## src/core/tsm_pkg.sv

```systemverilog
// shared constants for the status and mode register pair
package tsm_pkg;

  // register port widths
  localparam int unsigned ADDR_W = 3;
  localparam int unsigned DATA_W = 8;

  // register addresses
  localparam logic [2:0] ADDR_STATUS = 3'h0;
  localparam logic [2:0] ADDR_IRQ = 3'h1;
  localparam logic [2:0] ADDR_MODE = 3'h2;

  // condition_status field positions
  localparam int unsigned ST_THERMAL_SHUTDOWN = 7;
  localparam int unsigned ST_AUX_INPUT_LEVEL = 6;
  localparam int unsigned ST_AUX_DRIVER_FAULT = 5;
  localparam int unsigned ST_LINE_DRIVER_FAULT = 4;
  localparam int unsigned ST_SUPPLY_LOW_WARNING = 3;
  localparam int unsigned ST_SUPPLY_UNDERVOLTAGE = 2;
  localparam int unsigned ST_LINE_LEVEL = 1;
  localparam int unsigned ST_OVERTEMP_WARNING = 0;

  // operating_mode_control field positions
  localparam int unsigned MD_SOFT_RESET = 7;
  localparam int unsigned MD_WAKEUP_DETECT_DISABLE = 6;
  localparam int unsigned MD_AUX_REGULATOR_DISABLE = 5;
  localparam int unsigned MD_SERIAL_PORT_SHARE_ENABLE = 4;
  localparam int unsigned MD_LOW_WARNING_IRQ_ENABLE = 3;
  localparam int unsigned MD_LINE_FILTER_BYPASS = 2;
  localparam int unsigned MD_INDICATOR2_LEVEL = 1;
  localparam int unsigned MD_INDICATOR1_OVERRIDE = 0;

  // latched interrupt field positions beyond the status mirror
  localparam int unsigned IRQ_WAKEUP = 6;

  // synchronised condition vector layout
  localparam int unsigned COND_W = 10;
  localparam int unsigned CD_WAKEUP = 8;
  localparam int unsigned CD_INDICATOR1_PIN = 9;

  // reset values
  localparam logic [7:0] STATUS_RESET = 8'h00;
  localparam logic [7:0] MODE_RESET = 8'h00;
  localparam logic [7:0] IRQ_RESET = 8'h00;
  localparam logic [7:0] RDATA_RESET = 8'h00;

  // status bits that raise a latched flag on their rising edge
  localparam logic [7:0] IRQ_EDGE_MASK = 8'hbd;

  // soft reset phase, one-hot
  typedef enum logic [1:0] {
    PH_NORMAL = 2'b01,
    PH_SOFT = 2'b10
  } tsm_phase_t;

  // whole state of the register pair
  typedef struct packed {
    tsm_phase_t phase;
    logic [7:0] mode;
    logic [7:0] irq;
    logic [7:0] status;
    logic [7:0] prev;
    logic wake_prev;
    logic [7:0] rdata;
    logic alert_n;
    logic ind1;
  } tsm_state_t;

endpackage : tsm_pkg

```

## src/core/tsm_sync.sv

```systemverilog
`timescale 1ns/1ps
// two-flop synchroniser for a vector of unrelated levels
module tsm_sync #(
  parameter int unsigned WIDTH = tsm_pkg::COND_W
) (
  input wire logic clk_i,
  input wire logic rst_n_i,
  input wire logic [WIDTH-1:0] async_i,
  output logic [WIDTH-1:0] sync_o
);

  // both stages in one packed state
  typedef struct packed {
    logic [WIDTH-1:0] stage1;
    logic [WIDTH-1:0] stage2;
  } tsm_sync_t;

  tsm_sync_t s; // registered stages
  tsm_sync_t next_s; // next stages

  // first stage feeds only the second
  always_comb begin
    next_s = s;
    next_s.stage1 = async_i;
    next_s.stage2 = s.stage1;
  end

  // stage registers with synchronous reset
  always_ff @(posedge clk_i) begin
    if (!rst_n_i) begin
      s <= '0;
    end else begin
      s <= next_s;
    end
  end

  assign sync_o = s.stage2;

endmodule : tsm_sync

```

## src/core/tsm_regs.sv

```systemverilog
`timescale 1ns/1ps
module tsm_regs (
  input wire logic CLK_I,
  input wire logic RST_N_I,
  input wire logic [2:0] REG_ADDR_I,
  input wire logic REG_WR_I,
  input wire logic REG_RD_I,
  input wire logic [7:0] REG_WDATA_I,
  output logic [7:0] REG_RDATA_O,
  input wire logic THERMAL_SHUTDOWN_FLAG_I,
  input wire logic AUX_INPUT_PIN_I,
  input wire logic AUX_DRIVER_FAULT_I,
  input wire logic LINE_DRIVER_FAULT_I,
  input wire logic SUPPLY_LOW_WARNING_I,
  input wire logic SUPPLY_UNDERVOLTAGE_I,
  input wire logic LINE_LEVEL_I,
  input wire logic OVERTEMP_WARNING_I,
  input wire logic WAKEUP_DETECT_I,
  input wire logic INDICATOR1_PIN_INPUT_I,
  output logic FAULT_ALERT_OUT_N_O,
  output logic WAKEUP_DETECT_DISABLE_O,
  output logic AUX_REGULATOR_DISABLE_O,
  output logic SERIAL_PORT_SHARE_ENABLE_O,
  output logic LINE_FILTER_BYPASS_O,
  output logic INDICATOR2_LEVEL_O,
  output logic INDICATOR1_O
);

  tsm_pkg::tsm_state_t s; // registered state
  tsm_pkg::tsm_state_t next_s; // next state

  logic [tsm_pkg::COND_W-1:0] cond_raw; // raw condition levels
  logic [tsm_pkg::COND_W-1:0] cond_sync; // synchronised levels
  logic wr_mode; // write to mode register
  logic rd_irq; // read of interrupt register
  logic soft_wr; // write that starts soft reset
  logic soft_evt; // soft reset in progress or starting
  logic [7:0] set_vec; // new interrupt events this cycle

  // gather condition inputs in status bit order
  assign cond_raw = {
    INDICATOR1_PIN_INPUT_I,
    WAKEUP_DETECT_I,
    THERMAL_SHUTDOWN_FLAG_I,
    AUX_INPUT_PIN_I,
    AUX_DRIVER_FAULT_I,
    LINE_DRIVER_FAULT_I,
    SUPPLY_LOW_WARNING_I,
    SUPPLY_UNDERVOLTAGE_I,
    LINE_LEVEL_I,
    OVERTEMP_WARNING_I
  };

  tsm_sync #(
    .WIDTH(tsm_pkg::COND_W)
  ) u_sync (
    .clk_i(CLK_I),
    .rst_n_i(RST_N_I),
    .async_i(cond_raw),
    .sync_o(cond_sync)
  );

  // access decode
  assign wr_mode = REG_WR_I && (REG_ADDR_I == tsm_pkg::ADDR_MODE);
  assign rd_irq = REG_RD_I && (REG_ADDR_I == tsm_pkg::ADDR_IRQ);
  assign soft_wr = wr_mode && REG_WDATA_I[tsm_pkg::MD_SOFT_RESET] && (s.phase == tsm_pkg::PH_NORMAL);
  assign soft_evt = soft_wr || (s.phase == tsm_pkg::PH_SOFT);

  // interrupt event vector
  always_comb begin
    set_vec = 8'h00;
    set_vec = cond_sync[7:0] & ~s.prev & tsm_pkg::IRQ_EDGE_MASK;
    if (!s.mode[tsm_pkg::MD_LOW_WARNING_IRQ_ENABLE]) begin
      set_vec[tsm_pkg::ST_SUPPLY_LOW_WARNING] = 1'b0;
    end
    set_vec[tsm_pkg::IRQ_WAKEUP] = cond_sync[tsm_pkg::CD_WAKEUP] && !s.wake_prev
      && !s.mode[tsm_pkg::MD_WAKEUP_DETECT_DISABLE];
    if (soft_evt) begin
      set_vec = 8'h00;
    end
  end

  // next state of the whole register pair
  always_comb begin
    next_s = s;
    // edge history always tracks the inputs
    next_s.prev = cond_sync[7:0];
    next_s.wake_prev = cond_sync[tsm_pkg::CD_WAKEUP];
    next_s.status = cond_sync[7:0];
    next_s.irq = (rd_irq ? tsm_pkg::IRQ_RESET : s.irq) | set_vec;
    // read data, no side effect on status
    if (REG_RD_I) begin
      case (REG_ADDR_I)
        tsm_pkg::ADDR_STATUS: begin
          next_s.rdata = s.status;
        end
        tsm_pkg::ADDR_IRQ: begin
          next_s.rdata = s.irq;
        end
        tsm_pkg::ADDR_MODE: begin
          next_s.rdata = s.mode;
        end
        default: begin
          next_s.rdata = tsm_pkg::RDATA_RESET;
        end
      endcase
    end
    // soft reset sequencing
    case (s.phase)
      tsm_pkg::PH_NORMAL: begin
        // plain mode write
        if (wr_mode) begin
          next_s.mode = REG_WDATA_I;
        end
        // clear status and flags on entry
        if (soft_wr) begin
          next_s.status = tsm_pkg::STATUS_RESET;
          next_s.irq = tsm_pkg::IRQ_RESET;
          next_s.phase = tsm_pkg::PH_SOFT;
        end
      end
      tsm_pkg::PH_SOFT: begin
        next_s.mode = tsm_pkg::MODE_RESET;
        next_s.status = tsm_pkg::STATUS_RESET;
        next_s.irq = tsm_pkg::IRQ_RESET;
        next_s.phase = tsm_pkg::PH_NORMAL;
      end
      default: begin
        next_s.phase = tsm_pkg::PH_NORMAL;
      end
    endcase
    next_s.alert_n = (next_s.irq == tsm_pkg::IRQ_RESET);
    next_s.ind1 = next_s.mode[tsm_pkg::MD_INDICATOR1_OVERRIDE] || cond_sync[tsm_pkg::CD_INDICATOR1_PIN];
  end

  // state register with synchronous reset
  always_ff @(posedge CLK_I) begin
    if (!RST_N_I) begin
      s.phase <= tsm_pkg::PH_NORMAL;
      s.mode <= tsm_pkg::MODE_RESET;
      s.irq <= tsm_pkg::IRQ_RESET;
      s.status <= tsm_pkg::STATUS_RESET;
      s.prev <= tsm_pkg::STATUS_RESET;
      s.wake_prev <= 1'b0;
      s.rdata <= tsm_pkg::RDATA_RESET;
      s.alert_n <= 1'b1;
      s.ind1 <= 1'b0;
    end else begin
      s <= next_s;
    end
  end

  // outputs straight from state flops
  assign REG_RDATA_O = s.rdata;
  assign FAULT_ALERT_OUT_N_O = s.alert_n;
  assign WAKEUP_DETECT_DISABLE_O = s.mode[tsm_pkg::MD_WAKEUP_DETECT_DISABLE];
  assign AUX_REGULATOR_DISABLE_O = s.mode[tsm_pkg::MD_AUX_REGULATOR_DISABLE];
  assign SERIAL_PORT_SHARE_ENABLE_O = s.mode[tsm_pkg::MD_SERIAL_PORT_SHARE_ENABLE];
  assign LINE_FILTER_BYPASS_O = s.mode[tsm_pkg::MD_LINE_FILTER_BYPASS];
  assign INDICATOR2_LEVEL_O = s.mode[tsm_pkg::MD_INDICATOR2_LEVEL];
  assign INDICATOR1_O = s.ind1;
endmodule : tsm_regs

```

## config.mk

```make
export PLATFORM = sky130hd
export DESIGN_NAME = tsm_regs
export DESIGN_NICKNAME = d
export VERILOG_FILES = /design/src/core/tsm_pkg.sv /design/src/core/tsm_sync.sv /design/src/core/tsm_regs.sv
export SDC_FILE = /design/constraint.sdc
export NUM_CORES = 1
export LEC_CHECK = 0
export BUFFER_PORTS_ARGS = -buffer_cell sky130_fd_sc_hd__buf_4
export CORE_MARGIN = 10
export CORE_UTILIZATION = 50
export CTS_BUF_LIST = sky130_fd_sc_hd__clkbuf_4
export DETAILED_ROUTE_END_ITERATION = 16
export GPL_ROUTABILITY_DRIVEN = 0
export PLACE_DENSITY = 0.74
export SLEW_MARGIN = 20
export SYNTH_ARGS = -nofsm -noshare
export SYNTH_HDL_FRONTEND = slang
export SYNTH_SLANG_ARGS = --single-unit
```

## constraint.sdc

```tcl
create_clock -name CLK_I -period 4.2 [get_ports CLK_I]
set_clock_uncertainty 0.2 [all_clocks]
set_input_delay 0 -clock CLK_I [delete_from_list [all_inputs] [get_ports CLK_I]]
set_output_delay 0 -clock CLK_I [all_outputs]
set_load 0.01 [all_outputs]
```

==> summary.txt, run 1 <==
Final layout
  • Share of cells above drive strength 1: 0.223
  • # fillers: 360
  • Core Util, Final: 0.686
  • Area delta synth->final: 29.5%
  • Post-route design area: 0.00305 mm²
  • N_diodes: 0
  • Nets: 324

Yosys
  • Syn. warnings: 0
  • Top cell type by total area after synthesis: dfxtp_1
  • Most numerous cell in the Yosys netlist: dfxtp_1
  • Synth top area cells: dfxtp_1, and2_1, mux2i_1
  • Synth cell count leaders: dfxtp_1, and2_1, nor2_1
  • Synthesized area: 0.00235 mm²
  • Post-synth net total: 257
  • Post-synthesis sequential area ratio: 0.536
  • Post-synth EDFFs: 0
  • Avg Synthesized Cell Area: 10.2 µm²
  • Seq cells post-synth: 63
  • Async S/R FF share, synth: 0
  • Unique masters post-synth: 39
  • Post-synth top flop: dfxtp_1
  • Post-synth top area share: 0.536
  • Mapped Cells: 230

Setup path
  • RR Endpoint: AUX_REGULATOR_DISABLE_O
  • Critical Path RT: 4.33 ns
  • Max Fanout on Critical Path: 7
  • Worst Reg-to-Reg Cells: 5
  • Startpoint Class: register
  • Crit end category: register
  • Critical path class: reg -> reg
  • R2r setup slk: 2.12 ns
  • Crit path to: AUX_REGULATOR_DISABLE_O
  • Critical Path Start: s[43]
  • Crit path DAT: 2.21 ns
  • R2r startpoint: s[43]

Power and ir drop
  • Static leakage: 1.33 nW
  • Total power per unit cell area: 347 mW/mm²
  • Power, Total: 1.06 mW
  • VDD IR max: 0.000268 V

Place
  • Post-DP Area: 0.00261 mm²
  • DP Worst Slack: 2.18 ns
  • Number of buffers added on ports: 39
  • Dpl hpwl: 3190 µm

STA
  • Fin crit period: 2.08 ns
  • RSZ-0062 raised after global routing: no
  • Final period util: 0.495
  • FMAX: 0.481 GHz
  • Fin Setup TNS: 0 ns
  • Slew @ Worst Pin: 0.686 ns
  • Worst setup margin: 2.12 ns
  • Max_slew headroom: 0.539
  • Final setup viols: 0
  • Final Slew Violations: 0
  • Final Hold Violating Endpoints: 0

Floorplan
  • Die H: 88.6 µm
  • Chip width: 88.6 µm
  • CORE AREA: 0.00444 mm²
  • Initial core utilization: 0.530
  • Die area: 0.00785 mm²
  • Std-Cell Rows: 24
  • # IOs: 40

Routing
  • 1st-iter DRT viols: 67
  • Post-DRT Antenna Nets: 0
  • TritonRoute pass-1 iters: 4
  • Final WL: 4890 µm
  • Routed len/inst: 13.8 µm
  • Remaining DRCs: 0
  • Vias/cell: 4.92
  • Routed via count: 1738

CTS
  • Htree depth: 3
  • CTS buffer count: 9
  • Post-CTS sizing: 0
  • Max Buffers Root-to-Sink: 2
  • CTS sink count: 63
  • CTS tree: yes
  • Later-pin clock latency in the skew report: 0.39 ns
  • Clock root buffer: clkbuf_4
  • Clock Pin Slew Worst Setup and Hold Paths: 0.10 ns

Global route
  • Largest net degree at the start of global routing: 36
  • Vias in the first global route: 1740
  • Grt total ovfl: 0
  • Initial antenna violation count: 0
  • Overall routing resource usage: 0.135
  • First-pass GRT wire length: 8310 µm

Flow run
  • Max-cap violations: 0

Worst hold path
  • HP Class: in -> reg
  • Worst Hold Depth: 5

Status
  • Status: finished clean
critical path, stage by stage (launching register included):
cell           delay [ns]
dfxtp_1              0.37
ha_1                 0.39
mux2i_1              0.33
a32oi_1              0.08
dlygate4sd3_1        0.57
nor2_1               0.08
area by class of cell:
cell class	count	area, µm²	area share
sequential	63	1260	0.413
inverter	6	22.5	0.00738
multi-input combinational	144	967	0.317
clock inverter	5	26.3	0.00861
tap	52	65.1	0.0213
clock buffer	10	75.1	0.0246
timing repair buffer	73	633	0.208
per-stage QoR:
step	instances	hold slack (ns)
5_1_grt	353	0.0246
2_1_floorplan	230	-0.0745
6_report	353	0.0197
4_1_cts	353	0.00415
3_3_place_gp	304	0.00808
3_5_place_dp	304	0.0115
state kept, by name, indices dropped and copies added (netlist names):
name,flops
s,28
INDICATOR2_LEVEL_O,1
AUX_REGULATOR_DISABLE_O,1
u_sync.sync_o,10
FAULT_ALERT_OUT_N_O,1
LINE_FILTER_BYPASS_O,1
INDICATOR1_O,1
REG_RDATA_O,8
WAKEUP_DETECT_DISABLE_O,1
SERIAL_PORT_SHARE_ENABLE_O,1
u_sync.next_s,10
cell families after synthesis:
| logic type | after synthesis | synth area share |
|---|---|---|
| adder cells (fa/ha/maj) | 2 | 0.0106 |
| buffers and inverters | 23 | 0.0537 |
| AND/OR/NAND/NOR | 91 | 0.225 |
| AO/OA/AOI/OAI | 42 | 0.137 |
| multiplexers | 9 | 0.0383 |
| flip-flops | 63 | 0.536 |
worst min-delay path by stage:
stage                  startpoint  slack [ns]                   end
2_1_floorplan      REG_WDATA_I[1]       -0.07    INDICATOR2_LEVEL_O
3_3_place_gp   OVERTEMP_WARNING_I       0.008      u_sync.next_s[0]
3_5_place_dp   OVERTEMP_WARNING_I        0.01      u_sync.next_s[0]
4_1_cts             REG_ADDR_I[0]       0.004        REG_RDATA_O[2]
5_1_grt                  REG_WR_I        0.02  LINE_FILTER_BYPASS_O
6_report            REG_ADDR_I[0]        0.02        REG_RDATA_O[2]
layout by cell type (no fill, tap or decap), types with 6 or more instances in the layout:
cell | Yosys | final
dlygate4sd3_1 | 0 | 34
and2_1 | 38 | 38
a22o_1 | 6 | 6
nand2_1 | 10 | 10
clkbuf_4 | 0 | 10
and2b_2 | 7 | 7
o21ai_0 | 8 | 8
a21oi_1 | 12 | 12
mux2i_1 | 9 | 9
inv_1 | 6 | 6
buf_4 | 8 | 39
dfxtp_1 | 63 | 63
nor2_1 | 20 | 20
what timing repair did:
item                                   in CTS  in global routing
buffers inserted                            0                  0
endpoints found under the hold margin      54                  0
hold buffers                               34                  0
layer usage:
layer	vias up	global-route usage	wire, µm
met3	7	0.0441	359
met5	-	0	0
met1	779	0.164	2250
met4	0	0.0778	79
li1	902	-	-
met2	50	0.206	2200
power breakdown:
group	total [mW]	switching, mW	internal [mW]	leakage [nW]
clock network	0.326	0.205	0.120	0.0595
registers	0.626	0.00881	0.617	0.515
logic	0.108	0.0452	0.0626	0.760
total	1.06	0.259	0.800	1.33
Note: power is estimated with default switching activity, not from simulation.
==> run 2: changes to the inputs <==
- clock period: 4.2 -> 2 ns (I/O delays scaled with it)
==> summary.txt, run 2 (synthesis gave the netlist of run 1 again) <==
Final layout
  • Core Util, Final: 0.707 (+0.0208)
  • Nets: 330 (+1.9%)
  • Area delta synth->final: 33.5%
  • Finished Layout Cells: 360 (+2.0%)
  • Max FFs per register: 28 (unchanged)
  • Commonest non-fill, non-tap cells in the layout: dfxtp_1, buf_4, and2_1
  • Share of cells above drive strength 1: 0.256 (+0.0339)
  • N_diodes: 0 (unchanged)
  • Largest register by flop count: s
  • Commonest non-fill, non-tap cell in the layout: dfxtp_1

Power and ir drop
  • Total power per unit cell area: 719 mW/mm² (+110%)
  • Static leakage: 1.36 nW (+2.3%)
  • Power, Total: 2.26 mW (+110%)
  • VDD IR max: 0.000483 V (+80%)

Global route
  • Overall routing resource usage: 0.134 (-0.00146)
  • Initial antenna violation count: 0 (unchanged)
  • Met1 Usage GRT: 0.147 (-0.0173)
  • Largest net degree at the start of global routing: 36 (unchanged)
  • GR Util met2: 0.224 (+0.0180)
  • Most used routing layer: met2
  • Grt total ovfl: 0 (unchanged)
  • M3 GR Usage: 0.0496 (+0.00551)
  • First-pass GRT wire length: 8290 µm (-0.34%)
  • Vias in the first global route: 1855 (+6.6%)

CTS
  • Clock Pin Slew Worst Setup and Hold Paths: 0.10 ns (about the same)
  • Clock root buffer: clkbuf_4
  • Htree depth: 3 (unchanged)
  • CTS buffer count: 9 (unchanged)
  • Max Buffers Root-to-Sink: 2 (unchanged)
  • Later-pin clock latency in the skew report: 0.38 ns (about the same)
  • CTS tree: yes
  • CTS sink count: 63 (unchanged)
  • Post-CTS setup buffers: 0 (unchanged)

Place
  • Dpl hpwl: 3390 µm (+6.5%)
  • Dpl cells: 309 (+1.6%)
  • Number of buffers added on ports: 39 (unchanged)

Floorplan
  • Std-Cell Rows: 24 (unchanged)
  • CORE AREA: 0.00444 mm² (unchanged)
  • Die H: 88.6 µm (unchanged)
  • Chip width: 88.6 µm (unchanged)
  • # IOs: 40 (unchanged)
  • Die area: 0.00785 mm² (unchanged)
  • Initial core utilization: 0.530 (unchanged)

Setup path
  • Crit-path cells: dlygate4sd3_1 -> buf_4 -> and4bb_2 -> nand3_1 -> a21oi_4 -> nor2_1 -> o41ai_2
  • Crit path to: FAULT_ALERT_OUT_N_O
  • Slowest stage delay, CP: 0.54 ns (-0.03 ns)
  • Worst Reg-to-Reg Cells: 6 (+1)
  • CP max stage cell: dlygate4sd3_1
  • Critical Path RT: 2.09 ns (-2.24 ns)
  • Critical path class: in -> reg
  • R2r startpoint: s[44]
  • Critical Path Start: REG_ADDR_I[1]
  • RR Endpoint: AUX_REGULATOR_DISABLE_O
  • R2r setup slk: 0.10 ns (-2.02 ns)
  • Max Fanout on Critical Path: 13 (+6)
  • Crit path DAT: 2.00 ns (-0.21 ns)
  • Startpoint Class: primary input
  • Crit end category: register

Routing
  • Remaining DRCs: 0 (unchanged)
  • 1st-iter DRT viols: 73 (+9.0%)
  • TritonRoute pass-1 iters: 4 (unchanged)
  • Post-DRT Antenna Nets: 0 (unchanged)
  • Routed via count: 1775 (+2.1%)
  • Vias/cell: 4.93 (+0.14%)
  • Final WL: 4920 µm (+0.55%)
  • Routed len/inst: 13.7 µm (-1.4%)

STA
  • Final Hold Violating Endpoints: 0 (unchanged)
  • RSZ-0062 raised after global routing: yes
  • Max_slew headroom: 0.731 (+0.191)
  • Final period util: 0.956
  • Final Slew Violations: 0 (unchanged)
  • Fin Setup TNS: 0 ns (unchanged)
  • FMAX: 0.523 GHz
  • Final setup viols: 0 (unchanged)
  • Fin crit period: 1.91 ns
  • Slew @ Worst Pin: 0.399 ns (-0.287 ns)

Flow run
  • Max-cap violations: 0 (unchanged)

Status
  • Status: finished clean

Worst hold path
  • Worst Hold Depth: 5 (unchanged)
  • HP Class: in -> reg
## run 2: cell types whose count changed in the layout (fill, tap and decap cells not counted), sizes merged
cell,delta
clkinv,-1
clkinvlp,+2
dlygate4sd3,+1
buf,+5
## run 2: critical path: cells and delay by family
kind                   cells  cell delay, ns
AO/OA/AOI/OAI              2            0.61
buffers and inverters      2            0.72
AND/OR/NAND/NOR            3            0.68
## run 2: worst min path at each step
stage	start	endpoint	slack, ns
CTS	REG_WR_I	s[35]	0.01
finish	REG_WR_I	s[35]	0.03
global placement	LINE_DRIVER_FAULT_I	u_sync.next_s[4]	0.007
detailed placement	INDICATOR1_PIN_INPUT_I	u_sync.next_s[9]	0.01
floorplan	REG_WDATA_I[1]	INDICATOR2_LEVEL_O	-0.07
global route	REG_ADDR_I[0]	s[28]	0.04
## run 2: area by class of cell
| class | instances | area [µm²] |
|---|---|---|
| fill | 366 | 1300 |
| clock inverter | 6 | 37.5 |
| sequential | 63 | 1260 |
| inverter | 6 | 22.5 |
| clock buffer | 10 | 75.1 |
| tap | 52 | 65.1 |
| timing repair buffer | 79 | 681 |
| multi-input combinational | 144 | 1000 |
## run 2: report_power, final
part | leakage [nW] | internal, mW | switching, mW
sequential | 0.515 | 1.30 | 0.0189
clock | 0.0582 | 0.262 | 0.443
combinational | 0.792 | 0.141 | 0.0980
total | 1.36 | 1.70 | 0.560
## run 2: metrics by stage
step / hold slack [ns] / worst slack, ns / area, µm²
after floorplan: -0.0745 / 0.237 / 2350
after global placement: 0.00733 / 0.188 / 2650
after detailed placement: 0.0107 / 0.0622 / 2650
after CTS: 0.0127 / 0.0251 / 3110
after global routing: 0.0362 / -0.0163 / 3140
final: 0.0334 / 0.0886 / 3140
## run 2: what timing repair did
action	in CTS	in global routing
resized for setup	0	7
hold buffers	35	0
setup endpoints to repair	0	3
hold endpoints to repair	54	0
## run 2: layer usage
metal,up-vias,wire (µm)
met5,-,0
met4,0,70
met3,7,346
met2,41,2290
met1,812,2210
li1,915,-
